===== config.mk =====
export PLATFORM = sky130hd
export DESIGN_NAME = fsp_sequencer
export DESIGN_NICKNAME = d
export VERILOG_FILES = /design/src/include/fsp_pkg.sv /design/src/hw/fsp_fifo.sv /design/src/hw/fsp_sequencer.sv
export SDC_FILE = /design/constraint.sdc
export NUM_CORES = 1
export LEC_CHECK = 0
export BUFFER_PORTS_ARGS = -buffer_cell sky130_fd_sc_hd__buf_2
export CAP_MARGIN = 10
export CORE_ASPECT_RATIO = 0.9
export CORE_MARGIN = 3
export CORE_UTILIZATION = 45
export DETAILED_ROUTE_END_ITERATION = 10
export SYNTH_ARGS = -nofsm -noshare
export SYNTH_HDL_FRONTEND = slang
export SYNTH_SLANG_ARGS = --single-unit

===== constraint.sdc =====
create_clock -name clk -period 8.7 [get_ports clk]
set_input_delay 0 -clock clk [delete_from_list [all_inputs] [get_ports clk]]
set_output_delay 0 -clock clk [all_outputs]
set_load 0.02 [all_outputs]

===== src/include/fsp_pkg.sv =====
// Constants and types shared by the flash self-programming sequencer
package fsp_pkg;
  localparam int ROW_WORDS = 64;
  localparam int ROW_BYTES = 192;
  localparam int PAGE_ROWS = 8;
  localparam int PAGE_WORDS = 512;
  localparam int PAGE_BYTES = 1536;
  localparam int INSTR_W = 24;
  localparam int ADDR_W = 24;
  localparam int DADDR_W = 16;
  // Program addresses step by two per instruction word
  localparam logic [23:0] PAGE_ADDR_SPAN = 24'h000400;
  localparam logic [23:0] ROW_ADDR_SPAN = 24'h000080;
  localparam int CTL_START_BIT = 15;
  localparam int CTL_FORMAT_BIT = 9;
  localparam int CTL_OP_LSB = 0;
  localparam logic [3:0] OP_DWORD = 4'h1;
  localparam logic [3:0] OP_ROW = 4'h2;
  localparam logic [3:0] OP_PAGE = 4'h3;
  localparam logic [7:0] KEY_FIRST = 8'h55;
  localparam logic [7:0] KEY_SECOND = 8'hAA;
  localparam int FIFO_DEPTH = 16;
  typedef enum logic [5:0] {
    FSP_IDLE = 6'h01,
    FSP_ERASE = 6'h02,
    FSP_DWORD = 6'h04,
    FSP_FETCH = 6'h08,
    FSP_WRITE = 6'h10,
    FSP_DONE = 6'h20
  } fsp_state_t;
endpackage


===== src/hw/fsp_fifo.sv =====
// Synchronous FIFO used between data memory fetch and the flash write port
`timescale 1ns/100ps
module fsp_fifo #(
  parameter int WIDTH = 24,
  parameter int DEPTH = 16
) (
  input wire logic clk,
  input wire logic rst_n,
  input wire logic flush,
  input wire logic in_valid,
  output logic in_ready,
  input wire logic [WIDTH-1:0] in_data,
  output logic out_valid,
  input wire logic out_ready,
  output logic [WIDTH-1:0] out_data
);
  localparam int AW = $clog2(DEPTH);
  logic [WIDTH-1:0] mem [DEPTH];
  logic [AW:0] wr_ptr;
  logic [AW:0] rd_ptr;
  wire push = in_valid && in_ready;
  wire pop = out_valid && out_ready;
  wire [AW:0] fill = wr_ptr - rd_ptr;
  // Pointers carry one extra bit, so a full count of DEPTH needs the full width
  assign in_ready = (fill != (AW+1)'(DEPTH)) && !flush;
  assign out_valid = (fill != '0) && !flush;
  assign out_data = mem[rd_ptr[AW-1:0]];
  always_ff @(posedge clk)
  begin
    if (push)
      mem[wr_ptr[AW-1:0]] <= in_data;
  end
  always_ff @(posedge clk or negedge rst_n)
  begin
    if (!rst_n)
    begin
      wr_ptr <= '0;
      rd_ptr <= '0;
    end
    else if (flush)
    begin
      wr_ptr <= '0;
      rd_ptr <= '0;
    end
    else
    begin
      wr_ptr <= wr_ptr + (AW+1)'(push);
      rd_ptr <= rd_ptr + (AW+1)'(pop);
    end
  end
endmodule


===== src/hw/fsp_sequencer.sv =====
// Run-time self-programming sequencer: unlock, erase, double-word and row programming
`timescale 1ns/100ps
module fsp_sequencer #(
  parameter int ROW_WORDS = fsp_pkg::ROW_WORDS,
  parameter int DEPTH = fsp_pkg::FIFO_DEPTH
) (
  input wire logic clk,
  input wire logic rst_n,
  input wire logic ctl_wr,
  input wire logic [15:0] ctl_wdata,
  output logic [15:0] flash_control_reg,
  input wire logic key_wr,
  input wire logic [7:0] key_wdata,
  input wire logic dest_wr,
  input wire logic [23:0] dest_wdata,
  output logic [23:0] flash_dest_address,
  input wire logic src_wr,
  input wire logic [15:0] src_wdata,
  output logic [15:0] row_source_address,
  input wire logic latch_wr,
  input wire logic latch_sel,
  input wire logic [23:0] latch_wdata,
  output logic cpu_stall,
  output logic dmem_req,
  output logic [15:0] dmem_addr,
  input wire logic dmem_ack,
  input wire logic [15:0] dmem_rdata,
  output logic fl_erase,
  output logic fl_prog,
  output logic [23:0] fl_addr,
  output logic [47:0] fl_wdata,
  input wire logic fl_done
);
  fsp_pkg::fsp_state_t state;
  fsp_pkg::fsp_state_t next_state;
  logic [1:0] key_stage;
  logic unlocked;
  logic compressed;
  logic [3:0] op_sel;
  logic [23:0] latch0;
  logic [23:0] latch1;
  logic [1:0] fetch_phase;
  logic [15:0] hold0;
  logic [15:0] hold1;
  logic [7:0] asm_words;
  logic [7:0] wr_words;
  logic fifo_in_valid;
  logic fifo_in_ready;
  logic [23:0] fifo_in_data;
  logic fifo_out_valid;
  logic [23:0] fifo_out_data;
  logic fifo_flush;
  logic pair_half;
  logic [23:0] pair_lo;
  wire idle = (state == fsp_pkg::FSP_IDLE);
  wire start_req = ctl_wr && ctl_wdata[fsp_pkg::CTL_START_BIT] && idle;
  wire start_ok = start_req && unlocked;
  wire [3:0] req_op = ctl_wdata[fsp_pkg::CTL_OP_LSB +: 4];
  wire op_fin = (state == fsp_pkg::FSP_DONE);
  // Uncompressed: lo16, hi8 per word; compressed: w0, shared top bytes w1, w2
  wire [1:0] last_phase = compressed ? 2'h2 : 2'h1;
  wire dmem_take = dmem_req && dmem_ack;
  wire asm_fire = dmem_take && fetch_phase == last_phase;
  wire [5:0] word_mask = compressed ? 6'h02 : 6'h01;
  assign fifo_flush = idle;
  wire fetching = (state == fsp_pkg::FSP_FETCH) || (state == fsp_pkg::FSP_WRITE);
  assign dmem_req = fetching && asm_words < 8'(ROW_WORDS) && fifo_in_ready;
  assign dmem_addr = row_source_address;
  // Each instruction leaves as soon as its last word arrives; earlier words of the group wait in hold0 and hold1 until then
  logic [23:0] emit_word;
  logic emit_valid;
  always_comb
  begin
    emit_valid = 1'b0;
    emit_word = '0;
    if (dmem_take && fetch_phase == 2'h1)
    begin
      emit_valid = 1'b1;
      emit_word = {dmem_rdata[7:0], hold0};
    end
    else if (dmem_take && fetch_phase == 2'h2)
    begin
      emit_valid = 1'b1;
      emit_word = {hold1[15:8], dmem_rdata};
    end
  end
  assign fifo_in_valid = emit_valid;
  assign fifo_in_data = emit_word;
  wire pair_done = fifo_out_valid && pair_half;
  wire fl_ready = (state == fsp_pkg::FSP_WRITE) && !fl_prog;
  fsp_fifo #(.WIDTH(24), .DEPTH(DEPTH)) u_fifo (
    .clk(clk),
    .rst_n(rst_n),
    .flush(fifo_flush),
    .in_valid(fifo_in_valid),
    .in_ready(fifo_in_ready),
    .in_data(fifo_in_data),
    .out_valid(fifo_out_valid),
    .out_ready(fl_ready),
    .out_data(fifo_out_data)
  );
  always_comb
  begin
    next_state = state;
    unique case (state)
      fsp_pkg::FSP_IDLE:
        if (start_ok)
          next_state = (req_op == fsp_pkg::OP_PAGE) ? fsp_pkg::FSP_ERASE :
                       (req_op == fsp_pkg::OP_ROW) ? fsp_pkg::FSP_FETCH :
                       (req_op == fsp_pkg::OP_DWORD) ? fsp_pkg::FSP_DWORD : fsp_pkg::FSP_IDLE;
      fsp_pkg::FSP_ERASE, fsp_pkg::FSP_DWORD:
        if (fl_done)
          next_state = fsp_pkg::FSP_DONE;
      fsp_pkg::FSP_FETCH:
        next_state = fsp_pkg::FSP_WRITE;
      fsp_pkg::FSP_WRITE:
        if (fl_prog && fl_done && wr_words == 8'(ROW_WORDS - 2))
          next_state = fsp_pkg::FSP_DONE;
      fsp_pkg::FSP_DONE:
        next_state = fsp_pkg::FSP_IDLE;
      default:
        next_state = fsp_pkg::FSP_IDLE;
    endcase
  end
  assign cpu_stall = !idle;
  always_ff @(posedge clk or negedge rst_n)
  begin
    if (!rst_n)
      key_stage <= 2'h0;
    else if (key_wr)
      key_stage <= (key_wdata == fsp_pkg::KEY_FIRST) ? 2'h1 :
                   (key_wdata == fsp_pkg::KEY_SECOND && key_stage == 2'h1) ? 2'h2 : 2'h0;
    else if (ctl_wr)
      key_stage <= 2'h0;
  end
  assign unlocked = (key_stage == 2'h2);
  always_ff @(posedge clk or negedge rst_n)
  begin
    if (!rst_n)
    begin
      state <= fsp_pkg::FSP_IDLE;
      compressed <= 1'b0;
      op_sel <= 4'h0;
    end
    else
    begin
      state <= next_state;
      if (ctl_wr && idle)
      begin
        compressed <= ctl_wdata[fsp_pkg::CTL_FORMAT_BIT];
        op_sel <= req_op;
      end
    end
  end
  // Start bit reads set only while an accepted operation runs
  assign flash_control_reg = {!idle, 5'h00, compressed, 5'h00, op_sel};
  always_ff @(posedge clk or negedge rst_n)
  begin
    if (!rst_n)
    begin
      latch0 <= '0;
      latch1 <= '0;
    end
    else if (latch_wr && idle)
    begin
      if (latch_sel)
        latch1 <= latch_wdata;
      else
        latch0 <= latch_wdata;
    end
  end
  always_ff @(posedge clk or negedge rst_n)
  begin
    if (!rst_n)
    begin
      row_source_address <= '0;
      fetch_phase <= 2'h0;
      hold0 <= '0;
      hold1 <= '0;
      asm_words <= '0;
    end
    else if (idle)
    begin
      fetch_phase <= 2'h0;
      asm_words <= '0;
      if (src_wr)
        row_source_address <= src_wdata;
    end
    else
    begin
      if (dmem_take)
      begin
        row_source_address <= row_source_address + 16'h0002;
        fetch_phase <= (fetch_phase == last_phase) ? 2'h0 : fetch_phase + 2'h1;
        if (fetch_phase == 2'h0)
          hold0 <= dmem_rdata;
        if (fetch_phase == 2'h1)
          hold1 <= dmem_rdata;
        if (asm_fire)
          asm_words <= asm_words + {2'h0, word_mask};
      end
    end
  end
  // Destination: row programs step two words per pair; erase aligns to the page
  always_ff @(posedge clk or negedge rst_n)
  begin
    if (!rst_n)
    begin
      flash_dest_address <= '0;
      fl_erase <= 1'b0;
      fl_prog <= 1'b0;
      fl_addr <= '0;
      fl_wdata <= '0;
      pair_half <= 1'b0;
      pair_lo <= '0;
      wr_words <= '0;
    end
    else
    begin
      if (idle && dest_wr)
        flash_dest_address <= dest_wdata;
      if (idle)
      begin
        pair_half <= 1'b0;
        wr_words <= '0;
      end
      if (start_ok && req_op == fsp_pkg::OP_PAGE)
      begin
        fl_erase <= 1'b1;
        fl_addr <= flash_dest_address & ~(fsp_pkg::PAGE_ADDR_SPAN - 24'h1);
      end
      if (start_ok && req_op == fsp_pkg::OP_DWORD)
      begin
        fl_prog <= 1'b1;
        fl_addr <= {flash_dest_address[23:2], 2'h0};
        fl_wdata <= {latch1, latch0};
      end
      if (state == fsp_pkg::FSP_FETCH)
        fl_addr <= flash_dest_address & ~(fsp_pkg::ROW_ADDR_SPAN - 24'h1);
      if (fl_ready && fifo_out_valid)
      begin
        pair_half <= !pair_half;
        pair_lo <= fifo_out_data;
        if (pair_done)
        begin
          fl_prog <= 1'b1;
          fl_wdata <= {fifo_out_data, pair_lo};
        end
      end
      if (fl_done && (fl_erase || fl_prog))
      begin
        fl_erase <= 1'b0;
        fl_prog <= 1'b0;
        if (state == fsp_pkg::FSP_WRITE)
        begin
          wr_words <= wr_words + 8'h02;
          fl_addr <= fl_addr + 24'h000004;
          flash_dest_address <= flash_dest_address + 24'h000004;
        end
      end
    end
  end
  property p_stall_busy;
    @(posedge clk) disable iff (!rst_n) !idle |-> cpu_stall;
  endproperty
  a_stall_busy: assert property (p_stall_busy) else $error("stall low while busy");
  property p_no_key;
    @(posedge clk) disable iff (!rst_n) (start_req && !unlocked) |=> idle && !fl_prog && !fl_erase;
  endproperty
  a_no_key: assert property (p_no_key) else $error("locked start accepted");
  property p_start_clear;
    @(posedge clk) disable iff (!rst_n) op_fin |=> !flash_control_reg[15];
  endproperty
  a_start_clear: assert property (p_start_clear) else $error("start bit not cleared");
  property p_erase_align;
    @(posedge clk) disable iff (!rst_n) fl_erase |-> fl_addr[9:0] == 10'h000;
  endproperty
  a_erase_align: assert property (p_erase_align) else $error("erase not page aligned");
  property p_unlock_needed;
    @(posedge clk) disable iff (!rst_n) $rose(cpu_stall) |-> $past(unlocked);
  endproperty
  a_unlock_needed: assert property (p_unlock_needed) else $error("ran without unlock");
  property p_src_step;
    @(posedge clk) disable iff (!rst_n)
      dmem_take |=> row_source_address == $past(row_source_address) + 16'h0002;
  endproperty
  a_src_step: assert property (p_src_step) else $error("source not stepped");
  property p_dword_data;
    @(posedge clk) disable iff (!rst_n) $rose(fl_prog) && state == fsp_pkg::FSP_DWORD
      |-> fl_wdata == {latch1, latch0};
  endproperty
  a_dword_data: assert property (p_dword_data) else $error("latched pair mismatch");
  property p_row_count;
    @(posedge clk) disable iff (!rst_n) wr_words <= 8'(ROW_WORDS);
  endproperty
  a_row_count: assert property (p_row_count) else $error("row overrun");
  c_erase: cover property (@(posedge clk) disable iff (!rst_n) state == fsp_pkg::FSP_ERASE);
  c_dword: cover property (@(posedge clk) disable iff (!rst_n) state == fsp_pkg::FSP_DWORD);
  c_row: cover property (@(posedge clk) disable iff (!rst_n)
    state == fsp_pkg::FSP_WRITE && next_state == fsp_pkg::FSP_DONE);
endmodule


## Word-level counts from Yosys, hierarchy flattened

Memory sizes are Yosys's and may differ from the RTL's.
Cells that the tools add are included.
Widths: inputs -> output; s select.

| word-level totals | value |
|---|---|
| bits in registers | 260 |
| bits in writable memories | 384 |
| bits of input ports | 114 |
| output and inout port bits | 148 |
| word-level logic and storage cells | 151 |
| memories | 1 |

| cells by class | value |
|---|---|
| add/sub/neg operators | 9 |
| order comparisons | 1 |
| equality and inequality tests | 21 |
| muxes and demuxes | 52 |
| bitwise logic cells | 2 |
| reductions and logical operators | 44 |

Memories:

| name | words | bits a word | read ports | clocked after Yosys merged registers in | wr ports | RTL line | text |
|---|---|---|---|---|---|---|---|
| u_fifo.mem | 16 | 24 | 1 | 0 | 1 | fsp_fifo.sv:18 | `logic [WIDTH-1:0] mem [DEPTH];` |

Operators by type and width:

| cell | number |
|---|---|
| $mux 24 | 10 |
| $mux 48 | 3 |
| $add 24x3->24 const B | 2 |
| $mux 16 | 3 |
| $mux 8 | 6 |
| $logic_and 1x1->1 | 24 |
| $pmux 6 s4 | 1 |
| $mux 2 | 9 |
| $mux 6 | 3 |
| $add 16x2->16 const B | 1 |
| $mux 1 | 12 |
| $add 5x1->5 | 2 |
| $mux 5 | 2 |
| $reduce_bool 2->1 | 5 |
| $reduce_and 3->1 | 3 |
| $add 8x2->8 | 1 |
| $add 8x2->8 const B | 1 |
| $eq 4x2->1 const B | 2 |
| $eq 8x6->1 const B | 1 |
| $eq 8x7->1 const B | 1 |
| $eq 8x8->1 const B | 1 |
| $lt 8x7->1 const B | 1 |
| $mux 4 | 2 |
| $reduce_and 2->1 | 4 |
| 21 further kinds | 29 |

## Logic depth before layout (Yosys ltp)

| depth | value |
|---|---|
| word-level depth | 11 |
| gate-level depth with buffers | 16 |
| gate-level depth less buffers | 13 |

## Modules after synthesis

A second synthesis with hierarchy kept.

| second synthesis, totals | value |
|---|---|
| cell total of the unflattened synthesis | 1,750 |
| area, all modules | 26,778.2 sq um |

Modules (own cells, without submodules):

| module | times used | cells each | area each (sq um) | seq. area each (sq um) |
|---|---|---|---|---|
| fsp_fifo | 1 | 627 | 15,210.8 | 11,781.3 |
| fsp_sequencer | 1 | 1,123 | 11,567.3 | 6,057.1 |

## Worst setup path before layout

Ideal clock, no wire load.

| timing path | value |
|---|---|
| path kind | register to register |
| start point | register u_fifo.rd_ptr[3] |
| end point | memory u_fifo.mem[1][0], enable pin |
| library setup time | 0.466 ns |
| arrival | 4.539 ns |
| data required time | 8.234 ns |
| setup slack | 3.696 ns |
| cell stages (with the launch flop) | 11 |
| path buffers | 3 |
| period minus slack after synthesis | 5.004 ns |
| cells stage by stage | dfrtp_1 clkbuf_1 clkinv_1 clkbuf_1 ha_1 o21ai_0 a21o_1 o31ai_2 a211o_4 clkbuf_1 nor4_1 |

| between the ends | value |
|---|---|
| cells in the longest elaborated chain, start to end | 11 |
| elaborated cells on any way between the ends | 12 |
| those cells by class | add/sub (1); eq/ne (1); mux (4); reduce/logical (6) |

RTL lines:

| item | RTL line | text |
|---|---|---|
| start: declaration | fsp_fifo.sv:20 | `logic [AW:0] rd_ptr;` |
| start signal: assignment | fsp_fifo.sv:48 | `rd_ptr <= rd_ptr + (AW+1)'(pop);` |
| $sub 5x5->5 * | fsp_fifo.sv:23 | `wire [AW:0] fill = wr_ptr - rd_ptr;` |
| $ne 5x5->1 * | fsp_fifo.sv:25 | `assign in_ready = (fill != (AW+1)'(DEPTH)) && !flush;` |
| $logic_and 1x1->1 * | fsp_fifo.sv:25 |  |
| $logic_and 1x1->1 | fsp_sequencer.sv:67 | `assign dmem_req = fetching && asm_words < 8'(ROW_WORDS) && fifo_in_ready;` |
| $logic_and 1x1->1 | fsp_sequencer.sv:62 | `wire dmem_take = dmem_req && dmem_ack;` |
| $logic_and 1x1->1 | fsp_sequencer.sv:81 | `else if (dmem_take && fetch_phase == 2'h2)` |
| $mux 1 | fsp_sequencer.sv:81 |  |
| $mux 1 | fsp_sequencer.sv:76 | `if (dmem_take && fetch_phase == 2'h1)` |
| $logic_and 1x1->1 * | fsp_fifo.sv:21 | `wire push = in_valid && in_ready;` |
| $mux 1 * | fsp_fifo.sv:30 | `if (push)` |
| $mux 1 (not written as such) * | fsp_fifo.sv:31 | `mem[wr_ptr[AW-1:0]] <= in_data;` |
| end: declaration | fsp_fifo.sv:18 |  |

Every way passes the cells marked *; elsewhere a longest branch is shown, timed or not.

## Worst setup path after layout

| timing path | value |
|---|---|
| start point | register u_fifo.rd_ptr[1] |
| end point | memory u_fifo.mem[2][18], enable pin |

The elaborated chain is that of the path after synthesis.

==> flow_summary.yaml <==
outcome:
  outcome: "complete, no violations"
routing:
  drtAntennaViolNets: 0
  via_per_inst: 5.652
  dr.first_iter.drc_count: 1139
  finalWirelength_um: 69100
  wl_per_cell_um: 22.57
  drc: 0
  firstDrtPassIters: 5
  dr_total_vias: 17310
floorplanning:
  dieArea_sq_um: 63410
  die_w_um: 265.1
  row_count: 84
  die_height_um: 239.2
  initial_core_util: 0.4603
  coreArea_sq_um: 59070
  pin_count: 262
yosys:
  synth_top_area_share: 0.4241
  syn_inst: 1899
  postSynth.asyncResetShare: 0.3962
  synth.avg_cell_area_sq_um: 14.32
  ys_ff_latch: 636
  synth_most_common_cell: "edfxtp_1"
  netlist_area_sq_um: 27190
  yosys-top-cells-count: "384 x edfxtp_1, 251 x dfrtp_1, 148 x mux2i_1"
  synth-edff-count: 384
  yosysSeqAreaShare: 0.6561
  synthDistinctLibCells: 68
  synthFlopType: "edfxtp_1"
  synth_area_leaders: "edfxtp_1 42%, dfrtp_1 23%, mux2i_1 5.4%"
  synth_warnings: 0
  synth_top_area_cell: "edfxtp_1"
pwr:
  p_leak_nw: 12.23
  p_total_mw: 6.542
  p_sw_mw: 1.502
  combPwrFrac: 0.071
  powerDensity_nw_per_um2: 201.3
  clkPwrFrac: 0.423
  intPower_mw: 5.040
  netSwitchingFraction: 0.2296
  ir_drop_mv: 0.1143
  seqPwrFrac: 0.505
sta:
  maxSlewViolCount: 0
  rsz0062_at_grt: "no"
  tns_ns: 0
  min_period_ns: 4.685
  hold_viol: 0
  slew_headroom: 0.3172
  final.period_utilization: 0.5385
  fin_ws_ns: 4.015
  worst_pin_slew_ns: 1.024
  whs_ns: 0.04443
  fin_skew_ns: 0.01829
  setup_viol: 0
  fmax_ghz: 0.2134
setup_path:
  critPathLaunch: "u_fifo.rd_ptr[1]$_DFF_PN0_"
  cp_top_family: "buffers and inverters"
  crit_arrival_ns: 4.92
  critPathMaxStageDelay_ns: 0.67
  cpMostUsedCell: "buf_4"
  reg2reg_slack_ns: 4.01
  reg2reg_depth: 10
  worst-path-max-fanout: 53
  startpoint_type: "register"
  crit_type: "register to register"
  crit_chain: "buf_4 -> inv_1 -> ha_1 -> nor2b_1 -> xnor2_1 -> o31ai_2 -> a211o_4 -> or4b_4 -> nor3_4 -> buf_4"
  worst-path-buf-inv: 3
  r2r-start: "u_fifo.rd_ptr[1]$_DFF_PN0_"
  cp-end-kind: "register"
  cp_slowest_cell: "buf_4"
  rr_endpoint: "u_fifo.mem[2][18]$_DFFE_PP_"
  critical_path_required_ns: 8.94
grt:
  grt_max_degree: 122
  grt_overflow: 0
  grt_pass1_wl_um: 105400
  grt_pass1_vias: 17530
  globalRouteTotalUtil: 0.2172
  antenna_found_initial: 0
placement:
  hpwl_um: 41370
  placed_cell_area_sq_um: 29220
  place_congestion: 0.8611
  dpl.cell_count: 2831
  io_buffers: 241
  pre_cts_ws_ns: 3.983
layout:
  antenna_cells: 0
  nets: 2373
  drive_above_1_share: 0.2561
  area_growth_pct: 19.52
  final_util: 0.5502
  fin_cells: 3062
  final_area_sq_um: 32500
  fill_cells: 4836
cts:
  clockBufferDepth: 3
  cts_tree: "yes"
  clkTransAtPathRegs_ns: 0.06
  clk_latency_ns: 0.59
  root_buffer: "clkbuf_16"
  numCtsBuffers: 67
  postCtsSetupBuffers: 0
  h-tree-depth: 3
  clock_sinks: 636
worst_hold_path:
  hold_class: "input port to register"
  hold_end: "state[5]$_DFFE_PN0P_"
  hp-start: "ctl_wdata[15]"
  hold_path_depth: 5
job:
  max-cap-violations: 0
cell usage in the layout (no fill, tap or decap), types with 11 or more instances in the layout:
cell / instances
nor2_1: 115
a211oi_1: 23
nand3_1: 38
ha_1: 17
clkbuf_1: 22
edfxtp_1: 384
a21oi_1: 70
mux4_2: 48
dfrtp_1: 249
mux2_2: 126
a22oi_1: 29
buf_2: 240
nor3_1: 13
nand2_1: 123
buf_4: 37
and3_1: 47
a221oi_1: 51
clkbuf_16: 70
dlygate4sd3_1: 114
mux2i_1: 148
and2_1: 14
a2bb2oi_1: 11
inv_1: 17
a31oi_1: 31
o21ai_0: 70
cell type report:
| class | count | area, sq um | share of cell area |
|---|---|---|---|
| Clock buffer | 98 | 1917 | 0.05899 |
| Timing Repair Buffer | 393 | 2655 | 0.08170 |
| Sequential cell | 636 | 17840 | 0.5491 |
| Multi-Input combinational cell | 1124 | 8830 | 0.2717 |
| Clock inverter | 18 | 211.5 | 0.006507 |
| Inverter | 19 | 71.32 | 0.002195 |
| Tap cell | 774 | 968.4 | 0.02980 |
worst reg2reg max path, cell delays in order, from the launching register on:
cell and delay [ns]:
dfrtp_2 0.33, buf_4 0.67, inv_1 0.25, ha_1 0.28, nor2b_1 0.14, xnor2_1 0.25, o31ai_2 0.23, a211o_4 0.58
or4b_4 0.68, nor3_4 0.43, buf_4 0.47
how the worst max path moves through the flow:
stage / slack (ns) / endpoint / depth (start not counted)
4_1_cts: 3.97 / u_fifo.mem[2][18]$_DFFE_PP_ / 10
5_1_grt: 3.78 / u_fifo.mem[2][18]$_DFFE_PP_ / 10
6_report: 4.01 / u_fifo.mem[2][18]$_DFFE_PP_ / 10
3_3_place_gp: 4.05 / u_fifo.mem[2][12]$_DFFE_PP_ / 10
2_1_floorplan: 3.70 / u_fifo.mem[1][0]$_DFFE_PP_ / 10
3_5_place_dp: 3.98 / u_fifo.mem[2][10]$_DFFE_PP_ / 10
cell families after synthesis:
logic type / after synthesis / share of synthesized area
xor+xnor: 16 / 0.005154
mux: 322 / 0.1464
flops: 636 / 0.6561
compound gates: 332 / 0.08224
fa+ha+maj: 18 / 0.008559
simple gates: 426 / 0.07616
other cells: 1 / 0.0001379
buf+inv: 148 / 0.02522
timing repair:
item,in CTS,in global routing
gates resized for setup,0,0
hold endpoints to repair,249,0
hold buffers,114,0
routing by layer:
| metal | track usage | part of all wire | up-vias |
|---|---|---|---|
| met5 | 0 | 0 | - |
| met2 | 0.3574 | 0.48 | 448 |
| met4 | 0.07834 | 0.034 | 0 |
| li1 | - | - | 7946 |
| met3 | 0.04078 | 0.052 | 133 |
| met1 | 0.2913 | 0.43 | 8779 |
state kept, by name, summed over array words and instances (netlist names):
signal	count
asm_words	8
compressed	1
dmem_addr	16
fetch_phase	2
fl_addr	24
fl_erase	1
fl_prog	1
fl_wdata	48
flash_dest_address	24
hold0	16
hold1	8
key_stage	2
latch0	24
latch1	24
op_sel	4
pair_half	1
pair_lo	24
state	6
u_fifo.mem	384
u_fifo.rd_ptr	5
u_fifo.wr_ptr	5
wr_words	8
power by group through the flow:
stage / registers [mW] / clock network, mW / logic (mW)
after global placement: 3.36 / 0 / 0.418
after CTS: 3.30 / 2.84 / 0.467
after detailed placement: 3.36 / 0 / 0.425
after global routing: 3.31 / 2.95 / 0.514
final: 3.31 / 2.77 / 0.467
after floorplan: 3.38 / 0 / 0.218
No activity file was read; power rests on OpenSTA's default activity.
